`src/pkg/eab_pkg.sv`:
```
// Constants and carrier types for the bus address/data buffer control block
package eab_pkg;
  localparam int unsigned RST_MIN_CYCLES  = 8;
  localparam int unsigned UP_ADDR_W       = 22;
  localparam int unsigned UP_ADDR_LSB     = 10;
  localparam int unsigned DATA_W          = 32;
  localparam int unsigned LOW_ADDR_W      = 8;
  localparam int unsigned BE_W            = 4;
  localparam logic        STROBE_RST      = 1'b1;
  localparam logic        DIR_RST         = 1'b1;
  localparam logic        DIR_TO_BUS      = 1'b0;
  localparam logic        DIR_TO_DEV      = 1'b1;
  localparam logic [2:0]  LANE_EN_RST_N   = 3'h7;
  localparam logic [9:0]  SLOT_IO_BASE    = 10'h000;
  localparam logic [9:0]  SHARED_REG_BASE = 10'h030;
  localparam logic [3:0]  SHARED_BE_MASK  = 4'hF;
  localparam logic [7:0]  GEN_IO_BASE     = 8'h00;

  typedef enum logic [2:0] {
    EAB_IDLE   = 3'b000,
    EAB_ADDR   = 3'b001,
    EAB_START  = 3'b011,
    EAB_DATA   = 3'b010,
    EAB_TURN   = 3'b110,
    EAB_SLAVE  = 3'b111
  } eab_phase_e;

  // Master transfer request from the core
  typedef struct packed {
    logic        req;
    logic        write;
    logic [31:0] addr;
    logic [3:0]  be_n;
    logic [31:0] wdata;
  } eab_mreq_s;

  // Slave-side bus observation
  typedef struct packed {
    logic        cyc;
    logic        write;
    logic [1:0]  addr_hi;
    logic [7:0]  addr_lo;
    logic [3:0]  be_n;
  } eab_sobs_s;

  typedef struct packed {
    logic slot_io;
    logic shared_reg;
    logic gen_io;
  } eab_dec_s;

  typedef struct packed {
    logic       strobe_n;
    logic       dir;
    logic [2:0] lane_en_n;
  } eab_buf_s;
endpackage

```
`src/design/eab_buf_ctl.sv`:
```
// Bus address/data multiplexing and external buffer/latch control
// Operation
// RULE_01: Reset asynchronously brings all registers and state machines to defined state.
// RULE_02: System holds reset at least eight bus clocks.
// RULE_03: Upper 22 data lines also carry upper 22 address bits.
// RULE_04: Device controls transceivers and latches; data port floats during reset.
// RULE_05: Address inputs 11 and 10 are input only, slave decode use.
// RULE_06: Master drives address 9..2 onto bus, pipelined into next cycle.
// RULE_07: Slave must latch pipelined lower address and byte enables itself.
// RULE_08: Slave monitors address 9..2, 11..10 and enables; floats on reset.
// RULE_09: Decode slot I/O, shared registers, general I/O from given bits.
// RULE_10: Byte enables driven in master, inputs in slave, float on reset.
// RULE_11: Each master transfer places upper address and updates external latches.
// RULE_12: Strobe falls on rising edge one clock before start, low until end.
// RULE_13: Strobe held high in slave mode and on reset.
// RULE_14: Direction low toward bus, high toward device, high on reset.
// RULE_15: Three lane enables active at transfer times, high on reset.
// RULE_16: Enable only selected lanes; never enable while direction changes.
`timescale 1ns/1ps
`default_nettype none
module eab_buf_ctl
  import eab_pkg::*;
(
  input  wire logic                    clk_sys,
  input  wire logic                    nrst,
  input  wire eab_pkg::eab_mreq_s      mreq,
  output logic                         mreq_ack,
  output logic                         start_n,
  output logic                         master_busy,
  input  wire logic                    slave_cyc,
  input  wire logic                    slave_write,
  input  wire logic                    slave_rd_data_ok,
  output eab_pkg::eab_dec_s            io_dec,
  input  wire logic [31:0]             data_in,
  output logic      [31:0]             data_out,
  output logic                         data_oe,
  output logic      [31:0]             rdata,
  input  wire logic [1:0]              slave_upper_decode_address_inputs,
  input  wire logic [7:0]              lower_bus_address_lines_in,
  output logic      [7:0]              lower_bus_address_lines_out,
  output logic                         lower_bus_address_lines_oe,
  input  wire logic [3:0]              bus_byte_enables_n_in,
  output logic      [3:0]              bus_byte_enables_n_out,
  output logic                         bus_byte_enables_n_oe,
  output logic                         upper_address_latch_strobe_n,
  output logic                         data_transceiver_direction,
  output logic                         upper_half_lane_buffer_enable_n,
  output logic                         lane_one_buffer_enable_n,
  output logic                         lane_zero_buffer_enable_n
);
  import eab_pkg::*;

  typedef struct packed {
    eab_phase_e  ph;
    logic        write;
    logic [31:0] addr;
    logic [3:0]  be_n;
    logic [31:0] wdata;
    logic [31:0] dout;
    logic        doe;
    logic [31:0] rdata;
    logic [7:0]  aout;
    logic        aoe;
    logic [3:0]  beout;
    logic        beoe;
    logic        ack;
    logic        start_n;
    logic        busy;
    eab_buf_s    buf_o;
  } eab_st_s;

  eab_st_s    st_q;
  eab_st_s    st_d;
  eab_sobs_s  obs;
  logic [2:0] lane_n;
  logic       lane_act;
  logic [3:0] lane_be;

  // Address 11..10 only ever read, never driven
  assign obs.cyc     = slave_cyc && (st_q.ph == EAB_IDLE || st_q.ph == EAB_SLAVE); // see RULE_05
  assign obs.write   = slave_write;
  assign obs.addr_hi = slave_upper_decode_address_inputs; // see RULE_05
  assign obs.addr_lo = lower_bus_address_lines_in;        // see RULE_08
  assign obs.be_n    = bus_byte_enables_n_in;             // see RULE_10

  eab_decode u_dec (
    .clk_sys (clk_sys),
    .nrst    (nrst),
    .obs     (obs),
    .dec     (io_dec)
  );

  // Lanes open only once direction has settled a cycle earlier
  assign lane_act = (st_q.ph == EAB_DATA) ||
                    (st_q.ph == EAB_SLAVE && slave_cyc &&
                     st_q.buf_o.dir == (slave_write ? DIR_TO_DEV : DIR_TO_BUS)
                     && (slave_write || slave_rd_data_ok)); // see RULE_16
  assign lane_be  = (st_q.ph == EAB_SLAVE) ? bus_byte_enables_n_in : st_q.be_n;

  eab_lane_ctl u_lane (
    .active    (lane_act),
    .be_n      (lane_be),
    .lane_en_n (lane_n)
  );

  always_comb
  begin
    st_d = st_q;
    st_d.ack = 1'b0;
    st_d.buf_o.lane_en_n = lane_n; // see RULE_15
    case (st_q.ph)
      EAB_IDLE:
      begin
        st_d.start_n = 1'b1;
        st_d.buf_o.strobe_n = STROBE_RST; // see RULE_13
        if (mreq.req)
        begin
          st_d.ph    = EAB_ADDR;
          st_d.busy  = 1'b1;
          st_d.write = mreq.write;
          st_d.addr  = mreq.addr;
          st_d.be_n  = mreq.be_n;
          st_d.wdata = mreq.wdata;
          st_d.dout  = {mreq.addr[31:UP_ADDR_LSB], 10'h000}; // see RULE_03
          st_d.doe   = 1'b1;                                // see RULE_11
          st_d.buf_o.dir = DIR_TO_BUS;
        end
        else if (slave_cyc)
        begin
          st_d.ph = EAB_SLAVE;
        end
      end
      EAB_ADDR:
      begin
        // Strobe falls one clock ahead of the start strobe
        st_d.buf_o.strobe_n = 1'b0; // see RULE_12
        st_d.aout  = st_q.addr[9:2];  // see RULE_06
        st_d.aoe   = 1'b1;
        st_d.beout = st_q.be_n;       // see RULE_10
        st_d.beoe  = 1'b1;
        st_d.ph    = EAB_START;
      end
      EAB_START:
      begin
        st_d.start_n = 1'b0;
        st_d.dout = st_q.wdata;
        st_d.doe  = st_q.write;
        st_d.buf_o.dir = st_q.write ? DIR_TO_BUS : DIR_TO_DEV; // see RULE_14
        st_d.ph   = EAB_DATA;
      end
      EAB_DATA:
      begin
        st_d.start_n = 1'b1;
        st_d.ph = EAB_TURN;
      end
      EAB_TURN:
      begin
        // Lanes open only from here, so read data is sampled now
        if (!st_q.write)
          st_d.rdata = data_in; // see RULE_15
        // Lower address released here; slave must latch it
        st_d.buf_o.strobe_n = STROBE_RST; // see RULE_12
        st_d.doe  = 1'b0;
        st_d.aoe  = 1'b0;
        st_d.beoe = 1'b0;
        st_d.busy = 1'b0;
        st_d.ack  = 1'b1;
        st_d.buf_o.dir = DIR_TO_DEV;
        st_d.ph   = EAB_IDLE;
      end
      EAB_SLAVE:
      begin
        st_d.buf_o.strobe_n = STROBE_RST; // see RULE_13
        st_d.aoe  = 1'b0;                 // see RULE_08
        st_d.beoe = 1'b0;                 // see RULE_10
        st_d.doe  = 1'b0;
        st_d.buf_o.dir = slave_write ? DIR_TO_DEV : DIR_TO_BUS; // see RULE_14
        if (!slave_cyc)
        begin
          st_d.buf_o.dir = DIR_TO_DEV;
          st_d.ph = EAB_IDLE;
        end
      end
      default:
      begin
        st_d.ph = EAB_IDLE;
      end
    endcase
  end

  // Reset floats the data, address and byte-enable pins and parks outputs inactive
  always_ff @(posedge clk_sys or negedge nrst)
  begin
    if (!nrst)
    begin
      st_q                 <= '0;             // see RULE_01
      st_q.ph              <= EAB_IDLE;
      st_q.start_n         <= 1'b1;
      st_q.buf_o.strobe_n  <= STROBE_RST;     // see RULE_13
      st_q.buf_o.dir       <= DIR_RST;        // see RULE_14
      st_q.buf_o.lane_en_n <= LANE_EN_RST_N;  // see RULE_15
    end
    else
    begin
      st_q <= st_d;
    end
  end

  assign mreq_ack                        = st_q.ack;
  assign start_n                         = st_q.start_n;
  assign master_busy                     = st_q.busy;
  assign data_out                        = st_q.dout;
  assign data_oe                         = st_q.doe;  // see RULE_04
  assign rdata                           = st_q.rdata;
  assign lower_bus_address_lines_out     = st_q.aout;
  assign lower_bus_address_lines_oe      = st_q.aoe;
  assign bus_byte_enables_n_out          = st_q.beout;
  assign bus_byte_enables_n_oe           = st_q.beoe;
  assign upper_address_latch_strobe_n    = st_q.buf_o.strobe_n;
  assign data_transceiver_direction      = st_q.buf_o.dir;
  assign upper_half_lane_buffer_enable_n = st_q.buf_o.lane_en_n[2];
  assign lane_one_buffer_enable_n        = st_q.buf_o.lane_en_n[1];
  assign lane_zero_buffer_enable_n       = st_q.buf_o.lane_en_n[0];
endmodule
`default_nettype wire

```
`src/design/eab_decode.sv`:
```
// Slave I/O decode of slot specific, shared register and general address sets
`timescale 1ns/1ps
`default_nettype none
module eab_decode
  import eab_pkg::*;
(
  input  wire logic                 clk_sys,
  input  wire logic                 nrst,
  input  wire eab_pkg::eab_sobs_s   obs,
  output var  eab_pkg::eab_dec_s    dec
);
  import eab_pkg::*;

  typedef struct packed {
    eab_dec_s dec;
  } eab_dst_s;

  eab_dst_s st_q;
  eab_dst_s st_d;

  always_comb
  begin
    st_d = st_q;
    st_d.dec.slot_io    = obs.cyc && ({obs.addr_hi, obs.addr_lo} == SLOT_IO_BASE); // see RULE_09
    st_d.dec.shared_reg = obs.cyc && ({obs.addr_hi, obs.addr_lo} == SHARED_REG_BASE)
                          && ((~obs.be_n & SHARED_BE_MASK) != 4'h0); // see RULE_09
    st_d.dec.gen_io     = obs.cyc && (obs.addr_lo == GEN_IO_BASE); // see RULE_09
  end

  always_ff @(posedge clk_sys or negedge nrst)
  begin
    if (!nrst)
      st_q <= '0;
    else
      st_q <= st_d;
  end

  assign dec = st_q.dec;
endmodule
`default_nettype wire

```
`src/design/eab_lane_ctl.sv`:
```
// Byte-lane transceiver enable mapping from active byte enables
`timescale 1ns/1ps
`default_nettype none
module eab_lane_ctl
  import eab_pkg::*;
(
  input  wire logic        active,
  input  wire logic [3:0]  be_n,
  output logic      [2:0]  lane_en_n
);
  import eab_pkg::*;

  // Upper enable covers lanes two and three together
  always_comb
  begin
    lane_en_n = LANE_EN_RST_N;
    if (active)
    begin
      lane_en_n[2] = be_n[3] & be_n[2]; // see RULE_16
      lane_en_n[1] = be_n[1];           // see RULE_16
      lane_en_n[0] = be_n[0];           // see RULE_16
    end
  end
endmodule
`default_nettype wire

```
`config.mk`:
```
export PLATFORM = sky130hd
export DESIGN_NAME = eab_buf_ctl
export DESIGN_NICKNAME = d
export VERILOG_FILES = /design/src/pkg/eab_pkg.sv /design/src/design/eab_buf_ctl.sv /design/src/design/eab_decode.sv /design/src/design/eab_lane_ctl.sv
export SDC_FILE = /design/constraint.sdc
export NUM_CORES = 1
export LEC_CHECK = 0
export ABC_AREA = 1
export BUFFER_PORTS_ARGS = -buffer_cell sky130_fd_sc_hd__buf_2
export CELL_PAD_IN_SITES_DETAIL_PLACEMENT = 0
export CELL_PAD_IN_SITES_GLOBAL_PLACEMENT = 1
export CORE_MARGIN = 5
export CORE_UTILIZATION = 39
export CTS_CLUSTER_SIZE = 8
export DETAILED_ROUTE_END_ITERATION = 8
export PLACE_DENSITY_LB_ADDON = 0.15
export REMOVE_ABC_BUFFERS = 1
export SYNTH_ARGS = -nofsm -noshare
export SYNTH_HDL_FRONTEND = slang
export SYNTH_SLANG_ARGS = --single-unit
```
`constraint.sdc`:
```
create_clock -name clk_sys -period 3.85 [get_ports clk_sys]
set_input_delay 0.385 -clock clk_sys [delete_from_list [all_inputs] [get_ports clk_sys]]
set_output_delay 0.385 -clock clk_sys [all_outputs]
set_load 0.005 [all_outputs]
```
== Word level (Yosys, flattened, before mapping) ==
Cells that the tools add are included.

* Bits in read-only memories: 0
* Bits in registers: 139
* Bits in writable memories: 0
* Output and inout bits: 90
* Logic and storage cells: 85
* Latch bits: 0
* Memories: 0

* Add/subtract/negate cells: 0
* Muxes and demuxes: 20
* Magnitude comparators: 0
* Reductions and logical operators: 32
* Shift-type cells: 0
* Equal/unequal tests: 10
* Bitwise operators: 3
* Multiply operators: 0
* Divide/modulo/power cells: 0

{| class="wikitable"
|+ Operators with widths
! cell !! count
|-
| $pmux 32 s2 || 1
|-
| $mux 33 || 1
|-
| $pmux 3 s5 || 1
|-
| $reduce_and 2->1 || 7
|-
| $mux 3 || 4
|-
| $eq 10x6->1 const B || 1
|-
| $logic_not 10->1 || 1
|-
| $reduce_bool 2->1 || 5
|-
| $logic_and 1x1->1 || 8
|-
| $logic_not 8->1 || 1
|-
| $pmux 1 s2 || 4
|-
| $reduce_bool 4->1 || 2
|-
| $eq 3x2->1 const B || 2
|-
| $eq 3x3->1 const B || 2
|-
| $mux 1 || 6
|-
| $mux 4 || 1
|-
| $ne 2x2->1 const B || 2
|-
| $not 4->4 || 1
|-
| $pmux 1 s4 || 1
|-
| $reduce_or 2->1 || 2
|-
| $eq 3x1->1 const B || 1
|-
| $logic_not 3->1 || 1
|-
| $logic_or 1x1->1 || 3
|-
| $ne 3x3->1 const B || 1
|-
| other kinds (6) || 6
|}

== Longest topological paths before layout ==
* Depth in word-level cells: 6
* Depth in mapped cells: 8

== Hierarchy ==
From an unflattened synthesis, not the netlist that was laid out.

* Cells, all modules: 786
* Area total of the unflattened synthesis: 6468.7 sq um

{| class="wikitable"
|+ By module, submodules not included
! module !! area an instance (sq um) !! times used !! cells each !! sequential area each (sq um)
|-
| eab_buf_ctl || 6259.8 || 1 || 752 || 3360.7
|-
| eab_decode || 186.4 || 1 || 28 || 75.1
|-
| eab_lane_ctl || 22.5 || 1 || 6 || 0.0
|}

== Worst setup path before layout ==
OpenSTA, ideal clock, no wires.

* Kind: register to register
* Start point: register st_q[157] (netlist bit)
* End point: register st_q[155] (netlist bit)
* Stages on the path, launching flop included: 8
* Period minus slack after synthesis: 1328 ps
* Data arrival time: 1194 ps
* Path slack: 2522 ps
* Data required time: 3717 ps
* Buffers on the path: 3
* Cells stage by stage: dfrtp_1 > buf_2 > nor2_2 > nand3_2 > buf_4 > buf_6 > nor2_1 > a21oi_2

* Word-level cells in the longest chain between the ends: 2

{| class="wikitable"
|+ Ends and longest elaborated chain
! what !! RTL line !! RTL
|-
| start, declared || eab_buf_ctl.sv:72 || <nowiki>eab_st_s st_q;</nowiki>
|-
| start signal, assigned || eab_buf_ctl.sv:205 || <nowiki>st_q <= st_d;</nowiki>
|-
| $logic_not 3->1 || eab_buf_ctl.sv:111 || <nowiki>case (st_q.ph)</nowiki>
|-
| $reduce_and 2->1 (no line) || -- ||
|}

No other way between the ends.
A chain may end at the register's enable or synchronous reset.

== Worst setup path after layout ==
* Start point: register st_q[156] (netlist bit)
* End point: register st_q, in the netlist data_out[27]

* Word-level cells in the longest chain between the ends: 3

{| class="wikitable"
|+ Ends and longest elaborated chain
! what !! RTL line
|-
| $eq 3x2->1 or $logic_not 3->1 (tied branches) || eab_buf_ctl.sv:111
|-
| $reduce_bool 2->1 (no line) or $ne 2x2->1 (tied branches) || --
|-
| $reduce_and 2->1 (no line) || --
|}

Parallel ways exist; a longest one is shown, timed or not.

==> summary.md <==
| Metric | Value |
|---|---|
| Final hold violation count | 0 |
| Setup TNS | 0 ns |
| Pwr Density | 815 mW/mm2 |
| #FFs+latches synth | 137 |
| Max Fclk | 411 MHz |
| Hold WC Path Type | in2async |
| Crit path kind | reg2reg |
| Max Cap Viol | 0 |
| Max Slew Vio Count | 0 |
| Rows | 46 |
| N_diodes | 0 |
| Setup Buffers After CTS | 0 |
| Post-Syn Area per Cell | 8.28 um2 |
| Largest net degree at the start of global routing | 95 |
| CP Launch Type | register |
| # setup viols final | 0 |
| CP max FO | 32 |
| Status | completed |
| Worst ir drop on vdd | 0.325 mV |
| CP arrival | 2.73 ns |
| Clock Power Share | 0.287 |
| Remaining global-route overflow | 0 |
| Crit. End Element | register |
| Vias in the first global route | 4766 |
| Clk_lat worst skew | 0.41 ns |
| Core area | 0.0159 mm2 |
| Leak Pwr | 4.34 nW |
| P&R area growth vs syn | 19.5% |
| Io pins | 211 |
| Clock buffer depth | 2 |
| Dpl ws | 1.31 ns |
| Worst hold slack | 0.0312 ns |
| Antenna violations before repair | 1 |
| Gpl congestion | 0.784 |
| Via density | 4.39 |
| Reg-to-reg startpoint | st_q[156]$_DFFE_PN0P_ |
| Full die area | 0.0189 mm2 |
| Net Switching | 2.15 mW |
| Clk root buf | clkbuf_16 |
| Via count | 4895 |
| Least-Margin Pin Slew | 1.04 ns |
| Post-DP HPWL | 10200 um |
| Pre-antenna DRT Iters | 4 |
| DP Area | 0.00693 mm2 |
| Residual DRC | 0 |
| Mapped Area | 0.00633 mm2 |
| Mapped Cells | 765 |
| RSZ-0062 raised after global routing | false |
| Aggregate global-route resource usage | 0.161 |
| Iter 0 DRT Violations | 186 |
| PostCTS Resize Cnt | 0 |
| Reg power frac | 0.398 |
| Period utilisation layout | 0.632 |
| Cell internal pwr | 4.02 mW |
| DR WL/cell | 13.5 um |
| Worst Skew | 0.00714 ns |
| H-tree depth | 4 |
| Worst EP required | 4.15 ns |
| First-pass GRT wire length | 23800 um |
| Gate power share | 0.315 |
| Post-DRT Antenna Nets | 0 |
| Post-CTS Hold Fix Bufs | 0 |
| Initial Util | 0.399 |
| Layout cells sized above 1 | 0.297 |
| Die Wd | 137 um |
| Final Worst Setup Slack | 1.42 ns |
| Netlist cell types | 24 |
| Total wire length | 15000 um |
| Final #Nets | 1007 |
| Sw frac | 0.348 |
| Minimum clock period | 2.43 ns |
| Worst Setup SP | st_q[156]$_DFFE_PN0P_ |
| Sequential fraction of the synthesis area | 0.542 |
| Clock transition at path regs | 0.06 ns |
| Die H | 137 um |
| Post-route cell area | 0.00757 mm2 |
| Synth Warn # | 0 |
| CTS tree | yes |
| Clk sink count | 137 |
| Slew HR | 0.304 |
| IO Port Bufs | 208 |
| CTS Buf Count | 17 |
layout by cell type, fill, tap and decap left out, drive strengths merged, types with 5 or more instances in the layout:
master / instances
nand3: 43
buf: 212
a21oi: 7
nand2: 327
o21ai: 49
clkbuf: 19
clkinv: 8
nor2: 29
dfrtp: 131
dfstp: 6
bufinv: 5
inv: 56
state kept, by name, summed over array words and instances (netlist names):
| register | count |
|---|---|
| st_q | 48 |
| data_out | 32 |
| rdata | 32 |
| lower_bus_address_lines_out | 8 |
| bus_byte_enables_n_out | 4 |
| u_dec.dec | 3 |
| bus_byte_enables_n_oe | 1 |
| data_oe | 1 |
| data_transceiver_direction | 1 |
| lane_one_buffer_enable_n | 1 |
| lane_zero_buffer_enable_n | 1 |
| master_busy | 1 |
| mreq_ack | 1 |
| start_n | 1 |
| upper_address_latch_strobe_n | 1 |
| upper_half_lane_buffer_enable_n | 1 |
cell usage after synthesis:
cell | instances | area (um2)
a21oi_1 | 2 | 10.0
a21oi_2 | 5 | 43.8
a22oi_1 | 1 | 7.51
buf_2 | 19 | 95.1
buf_4 | 81 | 608
buf_6 | 3 | 33.8
clkbuf_1 | 7 | 26.3
clkinv_1 | 1 | 3.75
dfrtp_1 | 131 | 3280
dfstp_2 | 6 | 158
inv_1 | 52 | 195
inv_2 | 4 | 15.0
nand2_1 | 324 | 1220
nand2_2 | 3 | 18.8
nand3_1 | 41 | 205
nand3_2 | 2 | 20.0
nand3b_1 | 2 | 15.0
nand4_1 | 2 | 12.5
nor2_1 | 26 | 97.6
nor2_2 | 2 | 12.5
nor2_4 | 1 | 11.3
o21ai_0 | 7 | 35.0
o21ai_1 | 42 | 210
or2_2 | 1 | 6.26
power by group through the flow:
stage / clock (mW) / sequential, mW / combinational (mW)
after floorplan: 0 / 2.47 / 1.09
after global placement: 0 / 2.46 / 1.96
after detailed placement: 0 / 2.47 / 2.01
after CTS: 1.81 / 2.46 / 2.01
after global routing: 1.89 / 2.54 / 2.27
final: 1.77 / 2.46 / 1.94
worst paths after layout:
path	end	slack, ns	cells after the start
min in group clk_sys	st_q[127]$_DFFE_PN0P_	0.20	3
min reg2reg	data_out[29]$_DFFE_PN0P_	0.46	2
max in group asynchronous	lane_zero_buffer_enable_n$_DFF_PN1_	2.89	2
min	st_q[106]$_DFFE_PN0P_	0.03	1
max reg2reg	data_out[27]$_DFFE_PN0P_	1.42	5
max	data_out[27]$_DFFE_PN0P_	1.42	5
final cells by class:
type	instances	area, um2
inverters	57	214
well taps	216	270
multi-input cells	461	1930
flip-flops and latches	137	3440
repair buffers	212	1080
fillers	1651	8320
clock inverters	13	200
clock buffers	19	443
layer usage:
| layer | vias up | share of wire | global-route usage |
|---|---|---|---|
| li1 | 2513 | - | - |
| met1 | 2198 | 0.44 | 0.211 |
| met2 | 157 | 0.45 | 0.243 |
| met3 | 25 | 0.097 | 0.0661 |
| met4 | 2 | 0.015 | 0.0549 |
| met5 | - | 0.00087 | 0 |
cell families (layout without fill, tap and decap cells):
| group | Yosys count | count (layout) | share of synthesized area |
|---|---|---|---|
| compound gates | 57 | 57 | 0.0484 |
| buf+inv | 167 | 301 | 0.154 |
| flops | 137 | 137 | 0.542 |
| simple gates | 404 | 404 | 0.255 |
metrics by stage:
step | power, mW | utilization | instances
after floorplan | 3.56 | - | 655
after global placement | 4.42 | 0.436 | 1083
after detailed placement | 4.49 | 0.436 | 1083
after CTS | 6.29 | 0.477 | 1115
after global routing | 6.69 | 0.477 | 1115
final | 6.17 | 0.477 | 1115
critical path, cell delays in order, from the launching register on:
cell and delay, ns:
dfrtp_1 0.52, nand3_2 0.54, nand2_2 0.65, inv_2 0.40, nand2_1 0.16, nand2_1 0.06
Power figures use the tool's default switching activity.
